===== src/design/dbg_link_pkg.sv =====
package dbg_link_pkg;

    // target_select codes
    localparam logic [7:0] SEL_PART_ID = 8'h00;
    localparam logic [7:0] SEL_REVISION = 8'h01;
    localparam logic [7:0] SEL_UNLOCK_CTL = 8'h02;
    localparam logic [7:0] SEL_PROG_DATA = 8'had;

    // reset values and unmapped read value
    localparam logic [7:0] SEL_RESET = 8'h00;
    localparam logic [7:0] CTL_RESET = 8'h00;
    localparam logic [7:0] UNMAPPED_READ = 8'h00;

    // unlock sequence
    localparam logic [7:0] UNLOCK_FIRST = 8'h02;
    localparam logic [7:0] UNLOCK_SECOND = 8'h01;

    // programming data port command codes
    localparam logic [7:0] CMD_BLOCK_READ = 8'h06;
    localparam logic [7:0] CMD_BLOCK_WRITE = 8'h07;
    localparam logic [7:0] CMD_PAGE_ERASE = 8'h08;
    localparam logic [7:0] CMD_DEVICE_ERASE = 8'h03;

    // frame layout: two instruction bits then eight data bits, msb first
    localparam logic [3:0] BIT_CNT_ZERO = 4'h0;
    localparam logic [3:0] INSTR_LAST = 4'h1;
    localparam logic [3:0] FRAME_LAST = 4'h9;

    // link idle timeout that resynchronises framing
    localparam int SYS_CLK_HZ = 40_000_000;
    localparam int IDLE_TIMEOUT_NS = 20_000;
    localparam int IDLE_CYC_INT = (IDLE_TIMEOUT_NS / 1000) * (SYS_CLK_HZ / 1_000_000);
    localparam logic [9:0] IDLE_CYC = 10'(IDLE_CYC_INT);
    localparam logic [9:0] IDLE_ZERO = 10'h000;
    localparam logic [9:0] IDLE_ONE = 10'h001;

    typedef enum logic [1:0] {
        INS_DATA_READ = 2'b00,
        INS_DATA_WRITE = 2'b01,
        INS_ADDR_WRITE = 2'b10,
        INS_ADDR_READ = 2'b11
    } instr_t;

    typedef enum logic [1:0] {
        UNLOCK_IDLE = 2'b00,
        UNLOCK_HALF = 2'b01,
        UNLOCK_OPEN = 2'b10
    } unlock_t;

    function automatic logic is_command(input logic [7:0] b);
        return (b == CMD_BLOCK_READ) || (b == CMD_BLOCK_WRITE) ||
               (b == CMD_PAGE_ERASE) || (b == CMD_DEVICE_ERASE);
    endfunction : is_command

endpackage : dbg_link_pkg


===== src/design/link_pin_sync.sv =====
`timescale 1ns/1ps
module link_pin_sync (
    // clock and reset
    input wire logic sys_clk,
    input wire logic rst_b,
    // pin and synchronised view
    input wire logic pin_in,
    output logic level,
    output logic rise,
    output logic fall
);
    logic meta;
    logic prev;

    always_ff @(posedge sys_clk) begin
        if (!rst_b) begin
            meta <= 1'b0;
            level <= 1'b0;
            prev <= 1'b0;
        end else begin
            meta <= pin_in;
            level <= meta;
            prev <= level;
        end
    end

    assign rise = level & ~prev;
    assign fall = ~level & prev;
endmodule : link_pin_sync


===== src/design/debug_link_register_access.sv =====
// How it works
// - one host clock, one shared data line
// - eight-bit target_select loaded over the link
// - select zero reads part identification
// - select one reads silicon revision
// - select two reaches unlock control register
// - select ad reaches programming data port
// - part identification is fixed, read only
// - silicon revision is fixed, read only
// - writes two then one enable programming
// - programming stays enabled until system reset
// - data port passes commands, addresses, data
// - core stalled while link is busy
`timescale 1ns/1ps
module debug_link_register_access #(
    parameter logic [7:0] PART_CODE = 8'h5a, // arbitrary value
    parameter logic [7:0] REVISION_CODE = 8'h11 // arbitrary value
) (
    // clock and reset
    input wire logic sys_clk,
    input wire logic rst_b,
    // link pins
    input wire logic link_clock_pin,
    input wire logic link_data_pin_in,
    output logic link_data_pin_out,
    output logic link_data_pin_oe,
    // programming data port
    output logic prog_wr,
    output logic [7:0] prog_wdata,
    output logic prog_cmd_valid,
    output logic prog_rd,
    input wire logic [7:0] prog_rdata,
    // system status
    output logic programming_enabled,
    output logic core_stall
);
    import dbg_link_pkg::*;

    ////////////////////////////////////////////////////////////////////////
    // pin synchronisers
    logic lk_rise;
    logic lk_fall;
    logic din;

    link_pin_sync u_clk_sync (
        .sys_clk(sys_clk),
        .rst_b(rst_b),
        .pin_in(link_clock_pin),
        .level(),
        .rise(lk_rise),
        .fall(lk_fall)
    );

    link_pin_sync u_data_sync (
        .sys_clk(sys_clk),
        .rst_b(rst_b),
        .pin_in(link_data_pin_in),
        .level(din),
        .rise(),
        .fall()
    );

    ////////////////////////////////////////////////////////////////////////
    // frame state
    logic [3:0] bit_cnt;
    logic [1:0] instr;
    logic [7:0] shift;
    logic [9:0] idle_cnt;
    logic [7:0] target_select;
    logic [7:0] programming_unlock_control;
    logic [7:0] rd_byte;
    logic rd_frame;
    unlock_t unlock;

    ////////////////////////////////////////////////////////////////////////
    // decode
    wire instr_done = lk_rise && (bit_cnt == INSTR_LAST);
    wire frame_done = lk_rise && (bit_cnt == FRAME_LAST);
    wire idle_expired = (idle_cnt == IDLE_CYC);
    wire [1:0] full_instr = {instr[0], din};
    wire [7:0] next_byte = {shift[6:0], din};
    wire commit_data_wr = frame_done && (instr == INS_DATA_WRITE);
    wire commit_addr_wr = frame_done && (instr == INS_ADDR_WRITE);
    wire commit_ctl = commit_data_wr && (target_select == SEL_UNLOCK_CTL);
    wire commit_prog = commit_data_wr && (target_select == SEL_PROG_DATA);
    wire starts_read = instr_done &&
        ((full_instr == INS_DATA_READ) || (full_instr == INS_ADDR_READ));
    wire [3:0] next_bit_cnt = (frame_done || idle_expired) ? BIT_CNT_ZERO :
        (lk_rise ? bit_cnt + 4'h1 : bit_cnt);
    wire [2:0] drive_idx = 3'(FRAME_LAST - bit_cnt);
    wire drive_now = rd_frame && (bit_cnt > INSTR_LAST);

    // read mux
    logic [7:0] data_read;
    assign data_read = (target_select == SEL_PART_ID) ? PART_CODE :
        (target_select == SEL_REVISION) ? REVISION_CODE :
        (target_select == SEL_UNLOCK_CTL) ? programming_unlock_control :
        (target_select == SEL_PROG_DATA) ? prog_rdata :
        UNMAPPED_READ;
    wire [7:0] next_rd_byte = (full_instr == INS_ADDR_READ) ? target_select : data_read;

    // unlock sequence
    logic [1:0] next_unlock_code;
    unlock_t next_unlock;
    always_comb begin
        next_unlock = unlock;
        case (unlock)
            UNLOCK_IDLE: begin
                if (commit_ctl && next_byte == UNLOCK_FIRST) begin
                    next_unlock = UNLOCK_HALF;
                end
            end
            UNLOCK_HALF: begin
                if (commit_ctl) begin
                    if (next_byte == UNLOCK_SECOND) begin
                        next_unlock = UNLOCK_OPEN;
                    end else if (next_byte == UNLOCK_FIRST) begin
                        next_unlock = UNLOCK_HALF;
                    end else begin
                        next_unlock = UNLOCK_IDLE;
                    end
                end
            end
            UNLOCK_OPEN: next_unlock = UNLOCK_OPEN;
            default: next_unlock = UNLOCK_IDLE;
        endcase
    end
    assign next_unlock_code = next_unlock;

    ////////////////////////////////////////////////////////////////////////
    // framing and shifting
    always_ff @(posedge sys_clk) begin
        if (!rst_b) begin
            bit_cnt <= BIT_CNT_ZERO;
            instr <= INS_DATA_READ;
            shift <= CTL_RESET;
            idle_cnt <= IDLE_ZERO;
        end else begin
            bit_cnt <= next_bit_cnt;
            idle_cnt <= (lk_rise || lk_fall || idle_expired) ? IDLE_ZERO : idle_cnt + IDLE_ONE;
            if (lk_rise && bit_cnt <= INSTR_LAST) begin
                instr <= full_instr;
            end else if (lk_rise) begin
                shift <= next_byte;
            end
        end
    end

    ////////////////////////////////////////////////////////////////////////
    // registers
    always_ff @(posedge sys_clk) begin
        if (!rst_b) begin
            target_select <= SEL_RESET;
            programming_unlock_control <= CTL_RESET;
            unlock <= UNLOCK_IDLE;
            programming_enabled <= 1'b0;
        end else begin
            if (commit_addr_wr) begin
                target_select <= next_byte;
            end
            if (commit_ctl) begin
                programming_unlock_control <= next_byte;
            end
            unlock <= next_unlock;
            programming_enabled <= programming_enabled ||
                (next_unlock_code == UNLOCK_OPEN);
        end
    end

    ////////////////////////////////////////////////////////////////////////
    // read drive and programming port
    always_ff @(posedge sys_clk) begin
        if (!rst_b) begin
            rd_byte <= UNMAPPED_READ;
            rd_frame <= 1'b0;
            link_data_pin_out <= 1'b0;
            link_data_pin_oe <= 1'b0;
            prog_wr <= 1'b0;
            prog_wdata <= CTL_RESET;
            prog_cmd_valid <= 1'b0;
            prog_rd <= 1'b0;
            core_stall <= 1'b0;
        end else begin
            if (starts_read) begin
                rd_byte <= next_rd_byte;
            end
            if (instr_done) begin
                rd_frame <= starts_read;
            end else if (frame_done || idle_expired) begin
                rd_frame <= 1'b0;
            end
            if (idle_expired) begin
                link_data_pin_oe <= 1'b0;
            end else if (lk_fall) begin
                link_data_pin_oe <= drive_now;
                link_data_pin_out <= drive_now & rd_byte[drive_idx];
            end
            prog_wr <= commit_prog;
            if (commit_prog) begin
                prog_wdata <= next_byte;
                prog_cmd_valid <= is_command(next_byte);
            end
            prog_rd <= starts_read && (full_instr == INS_DATA_READ) &&
                (target_select == SEL_PROG_DATA);
            core_stall <= programming_enabled || (next_bit_cnt != BIT_CNT_ZERO);
        end
    end
endmodule : debug_link_register_access


===== config.mk =====
export PLATFORM = sky130hd
export DESIGN_NAME = debug_link_register_access
export DESIGN_NICKNAME = d
export VERILOG_FILES = /design/src/design/dbg_link_pkg.sv /design/src/design/link_pin_sync.sv /design/src/design/debug_link_register_access.sv
export SDC_FILE = /design/constraint.sdc
export NUM_CORES = 1
export LEC_CHECK = 0
export ABC_AREA = 1
export BUFFER_PORTS_ARGS = -buffer_cell sky130_fd_sc_hd__buf_2
export CORE_UTILIZATION = 55
export DETAILED_ROUTE_END_ITERATION = 16
export PLACE_DENSITY_LB_ADDON = 0.08
export SLEW_MARGIN = 20
export SYNTH_ARGS = -nofsm -noshare
export SYNTH_HDL_FRONTEND = slang
export SYNTH_HIERARCHICAL = 1
export SYNTH_SLANG_ARGS = --single-unit

===== constraint.sdc =====
create_clock -name sys_clk -period 3.26 [get_ports sys_clk]
set_input_delay 0.652 -clock sys_clk [delete_from_list [all_inputs] [get_ports sys_clk]]
set_output_delay 0.652 -clock sys_clk [all_outputs]
set_load 0.02 [all_outputs]

==> results of run 1 <==
state kept, by name (all words and copies together) (netlist names), 2 cells and up:
name and count:
idle_cnt 10, shift 7, programming_unlock_control 8, instr 2, rd_byte 8, target_select 8, bit_cnt 4, prog_wdata 8
unlock 2
area by class of cell:
class / instances / area, µm²
clock buffer: 14 / 163
sequential: 70 / 1400
timing repair buffer: 27 / 138
inverter: 49 / 186
clock inverter: 1 / 5.00
tap: 72 / 90.1
fill: 497 / 2040
multi-input combinational: 286 / 1480
path summary, 6_finish.rpt:
check | end | slack [ns] | cells after the start
min reg2reg | u_data_sync/level$_SDFF_PN0_ | 0.41 | 2
max reg2reg | prog_rd$_SDFF_PN0_ | 1.03 | 6
min | u_data_sync/level$_SDFF_PN0_ | 0.41 | 2
max | prog_rd$_SDFF_PN0_ | 1.03 | 6
cell usage in the layout (no fill, tap or decap):
master    instances
a211oi_1          1
o211ai_1          1
nand3b_1          1
nand2_4           2
inv_1            45
buf_2            26
xnor2_1           1
dfxtp_1          70
nand2_1          78
a21oi_2           4
o21ai_1           3
xor2_1            4
o22ai_1           2
nand3_1          37
clkinv_2          1
clkbuf_1          3
ha_1              8
nor2_1           42
nor3_2            1
nor2_8            2
or2_2             1
inv_4             1
nor2_4            1
nor2_2            2
inv_2             3
o21ai_2           2
clkbuf_8         11
a21oi_1          44
buf_4             1
nand4_1           4
nor4b_1           1
nor3_4            2
o21ai_0          37
nor3_1            5
where the power goes:
part	switching (mW)	internal (mW)
clock	0.294	0.314
sequential	0.0112	0.867
combinational	0.0493	0.0262
worst max-delay path, stage by stage (launching register included):
cell and delay (ns):
dfxtp_1 0.34, inv_1 0.05, nor2_2 0.38, nand3_1 0.17, nor2_1 0.56, inv_1 0.29, nor4b_1 0.33
metal layers:
metal  track usage (%)  share of wire (%)
met2              35.0                 43
met1              32.2                 52
met3              6.35                4.3
met5                 0                  0
met4              7.92                1.1
metrics by stage:
step                instances  hold slack (ns)  area [µm²]  setup WS (ns)
floorplan                 419            0.386        3150           1.48
global placement          504            0.392        3300           1.18
detailed placement        504            0.406        3300           1.09
CTS                       519            0.416        3460           1.07
global route              519            0.458        3460          0.821
finish                    519            0.414        3460           1.03
==> results.txt, run 1 <==
Starting Density = 57.2%
Insertion delay of the later-clocked pin in the worst-skew pair = 0.34 ns
Normalized max-slew margin = 54.2%
Final period demand of the worst path = 2.23 ns
Hold/Removal Path Class = reg -> reg
DRC Markers = 0
Final weighted congestion in routability-driven placement = 0.859
Vias in the first global route = 2,358
Final global-route overflow total = 0
Arr. time, crit path = 2.46 ns
Total chip power = 1.56 mW
Number of instances in the synthesized netlist = 419
Total routing resource utilization after global routing = 23.3%
Horizontal die dimension = 77.7 µm
Antenna diodes = 0
Number of setup buffers added after CTS = 0
Type of origin of the critical path = flip-flop
Std-Cell Core Area = 5510 µm²
Vias per Instance = 5.21
Kind of critical path = reg -> reg
Net count after synthesis = 439
Count of antenna-violating nets left after detailed routing = 0
Worst-Margin Slew = 0.684 ns
Maximum number of pins on one net before global-route repair = 27
Reg2Reg Launch Point = u_clk_sync/level$_SDFF_PN0_
Unrepaired setup endpoints after global routing = no
WL/cell = 12.7 µm
H-tree Lvls = 3
Crit. Startpoint = u_clk_sync/level$_SDFF_PN0_
Post-cts hold buffer count = 0
Number of vias after detailed routing = 2,705
Aggregate routed wire length = 6600 µm
Mapped Area = 3150 µm²
Fmax = 448 MHz
Power Dens Cells = 451 nW/µm²
Critical Path Sink Type = flip-flop
Post-CTS Resized = 0
Peak ir drop on the vdd network = 0.319 mV
IO Count = 27
Crit share post-route = 68.4%
Beginning of the worst hold path = u_data_sync/meta$_SDFF_PN0_
Clock tree root driver cell = clkbuf_8
Std cell rows = 27
Status = finished clean
I/O Buffers = 26
Worst endpoint required time = 3.49 ns
Fin util = 62.9%
Die ar. = 6030 µm²
First-pass GRT wire length = 10,900 µm
Synthesized area divided by synthesized cell count = 7.52 µm²
CTS clk-pin slew, worst paths = 0.07 ns
Layout cell share with drive strength beyond 1 = 13.4%
Total of max-cap violations = 0
Number of DRC markers after the initial detailed-route iteration = 161
Post-layout nets = 463
Final setup vio count = 0
Layout overhead on the synthesized area = 9.97%
Clock Skews = 0.00752 ns
Warnings from Yosys = 6
Slew Limit Fails = 0
Hold Violations, Final = 0
Post-detail-place hpwl = 4700 µm
Leakage power total = 1.56 nW
TritonCTS clock tree = yes
Bufs on Longest Clock Path = 2
Antenna violations before repair = 0
Number of buffers created by CTS = 9
Crit path max fanout = 13
Height of the die = 77.7 µm
Count of TritonRoute iterations in the first routing pass = 5
Total clock sinks = 70
Setup TNS Final = 0 ns
No activity file was read; power rests on OpenSTA's default activity.
==> run 2: changes to the inputs <==
Settings changed: ABC_AREA 1 to 0.
Clock period 3.26 ns to 2.3 ns, I/O delays scaled along.
==> results.txt, run 2 <==
Status = finished clean
Unrepaired setup endpoints after global routing = no
Reg2Reg Launch Point = target_select[7]$_SDFFE_PN0P_
Total clock sinks = 70 (unchanged)
Worst endpoint required time = 2.57 ns (-0.92 ns)
DRC Markers = 0 (unchanged)
Fin worst setup slack = 0.224 ns (-0.805 ns)
Antenna diodes = 0 (unchanged)
H-tree Lvls = 3 (unchanged)
Hold/Removal Path Class = in -> reg
Final period demand of the worst path = 2.08 ns (-0.155 ns)
Number of fillers in the final layout = 510 (+2.6%)
Number of vias after detailed routing = 2,603 (-3.8%)
Horizontal die dimension = 78.0 µm (+0.46%)
Warnings from Yosys = 6 (unchanged)
Maximum number of pins on one net before global-route repair = 23 (-15%)
Final setup vio count = 0 (unchanged)
Number of DRC markers after the initial detailed-route iteration = 151 (-6.2%)
Commonest non-fill, non-tap cell in the layout = dfxtp_1
TritonCTS clock tree = yes
Cell count after placement = 439 (-13%)
Post-cts hold buffer count = 0 (unchanged)
Aggregate routed wire length = 6990 µm (+5.9%)
Std cell rows = 27 (unchanged)
Starting Density = 57.4% (+0.19 points)
Beginning of the worst hold path = link_data_pin_in
Layout cell share with drive strength beyond 1 = 16.2% (+2.8 points)
Final cell count without fillers = 454 (-13%)
Vias per Instance = 5.73 (+10%)
Fin util = 64.3% (+1.4 points)
First-pass GRT wire length = 11,700 µm (+7.0%)
R2R setup slack = 0.22 ns (-0.80 ns)
Bufs on Longest Clock Path = 2 (unchanged)
Part of the power in combinational logic = 4.3% (-0.5 points)
Hold slack final = 0.318 ns (-0.0958 ns)
Commonest cells after routing, fill and taps aside = 70 x dfxtp_1, 49 x nor2_1, 30 x mux2i_1
Area taken by flip-flops and latches = 1400 µm² (unchanged)
Count of TritonRoute iterations in the first routing pass = 5 (unchanged)
Arr. time, crit path = 2.35 ns (-0.11 ns)
Proportion of total power due to net switching = 23.3% (+0.65 points)
Die ar. = 6090 µm² (+0.93%)
Fmax = 482 MHz (+7.5%)
Power Dens Cells = 601 nW/µm² (+33%)
Number of instances in the synthesized netlist = 348 (-17%)
CTS clk-pin slew, worst paths = 0.07 ns (about the same)
Post-layout nets = 398 (-14%)
Total routing resource utilization after global routing = 24.8% (+1.5 points)
Post-detail-place hpwl = 5050 µm (+7.4%)
Final weighted congestion in routability-driven placement = 0.853 (-0.73%)
Antenna violations before repair = 0 (unchanged)
Setup TNS Final = 0 ns (unchanged)
Net count after synthesis = 368 (-16%)
Height of the die = 78.0 µm (+0.46%)
Hold Violations, Final = 0 (unchanged)
Fraction of power consumed by sequential logic = 57.5% (+1.2 points)
Capture endpoint of the worst hold path = u_data_sync/meta$_SDFF_PN0_
Slew Limit Fails = 0 (unchanged)
Internal = 1.64 mW (+36%)
Worst-Margin Slew = 0.909 ns (+0.225 ns)
Normalized max-slew margin = 39.0% (-15 points)
Std-Cell Core Area = 5540 µm² (+0.61%)
Worst setup timing slack at the placement stage = 0.251 ns (-0.840 ns)
Clock network fraction of total power = 38.2% (-0.7 points)
Worst hold path stage count = 2 (unchanged)
WL/cell = 15.4 µm (+21%)
Mapped Area = 3180 µm² (+0.95%)
Layout overhead on the synthesized area = 12.1%
Number of setup buffers added after CTS = 0 (unchanged)
I/O Buffers = 26 (unchanged)
Largest register by flop count = idle_cnt
Clock Skews = 0.00517 ns (-0.00235 ns)
Critical Path Sink Type = flip-flop
Final global-route overflow total = 0 (unchanged)
IO Count = 27 (unchanged)
Total of max-cap violations = 0 (unchanged)
Clock tree root driver cell = clkbuf_8
Vias in the first global route = 2,410 (+2.2%)
Kind of critical path = reg -> reg
Crit path max fanout = 10 (-3)
Insertion delay of the later-clocked pin in the worst-skew pair = 0.34 ns (about the same)
Number of flip-flops in the largest register = 10 (unchanged)
Peak ir drop on the vdd network = 0.412 mV (+29%)
Leakage power total = 1.39 nW (-11%)
Count of antenna-violating nets left after detailed routing = 0 (unchanged)
Area of the multi-input gates = 1630 µm² (+9.7%)
Crit share post-route = 90.3% (+22 points)
Reg2reg end = rd_byte[6]$_SDFFE_PN0P_
Count of cells along the worst register-to-register path = 4 (-2)
Synthesized area divided by synthesized cell count = 9.14 µm² (+22%)
Type of origin of the critical path = flip-flop
P_sw = 500 µW (+41%)
Post-CTS Resized = 0 (unchanged)
Number of buffers created by CTS = 9 (unchanged)
==> run 2: how the worst max path moves through the flow <==
stage | depth (start not counted) | endpoint | slack [ns] | startpoint
5_1_grt | 7 | shift[2]$_SDFFE_PN0P_ | 0.17 | bit_cnt[0]$_SDFF_PN0_
3_5_place_dp | 4 | rd_byte[6]$_SDFFE_PN0P_ | 0.25 | target_select[7]$_SDFFE_PN0P_
6_report | 4 | rd_byte[6]$_SDFFE_PN0P_ | 0.22 | target_select[7]$_SDFFE_PN0P_
2_1_floorplan | 6 | rd_byte[6]$_SDFFE_PN0P_ | 0.20 | target_select[7]$_SDFFE_PN0P_
4_1_cts | 4 | rd_byte[6]$_SDFFE_PN0P_ | 0.23 | target_select[7]$_SDFFE_PN0P_
3_3_place_gp | 4 | rd_byte[6]$_SDFFE_PN0P_ | 0.29 | target_select[7]$_SDFFE_PN0P_
==> run 2: power by group through the flow <==
stage               Clock (mW)  Combinational (mW)  Sequential (mW)
floorplan                    0              0.0565             1.26
global placement             0              0.0910             1.26
detailed placement           0              0.0918             1.26
CTS                      0.832              0.0924             1.23
global route             0.885               0.103             1.23
finish                   0.819              0.0915             1.23
==> run 2: critical path, stage by stage (launching register included) <==
cell	delay (ns)
dfxtp_1	0.35
or4_4	0.58
or4_4	0.57
a221o_1	0.35
a31oi_1	0.15
==> run 2: area by class of cell <==
| type | count | share of cell area, % |
|---|---|---|
| repair buffers | 42 | 7.02 |
| clock buffers | 13 | 3.90 |
| clock inverters | 2 | 0.281 |
| flip-flops and latches | 70 | 39.3 |
| inverters | 13 | 1.37 |
| multi-input cells | 242 | 45.6 |
| well taps | 72 | 2.53 |
==> run 2: routing by layer <==
metal	up-vias	global-route usage, %	routed length [µm]
met3	16	4.53	260
met4	0	12.4	121
met5	-	0	0
met2	55	40.9	3360
met1	1242	31.0	3250
li1	1290	-	-
==> run 2: stage by stage <==
step	cell area, µm²	power, mW
after floorplan	3180	1.32
after global placement	3420	1.35
after detailed placement	3420	1.35
after CTS	3560	2.16
after global routing	3560	2.22
final	3560	2.14
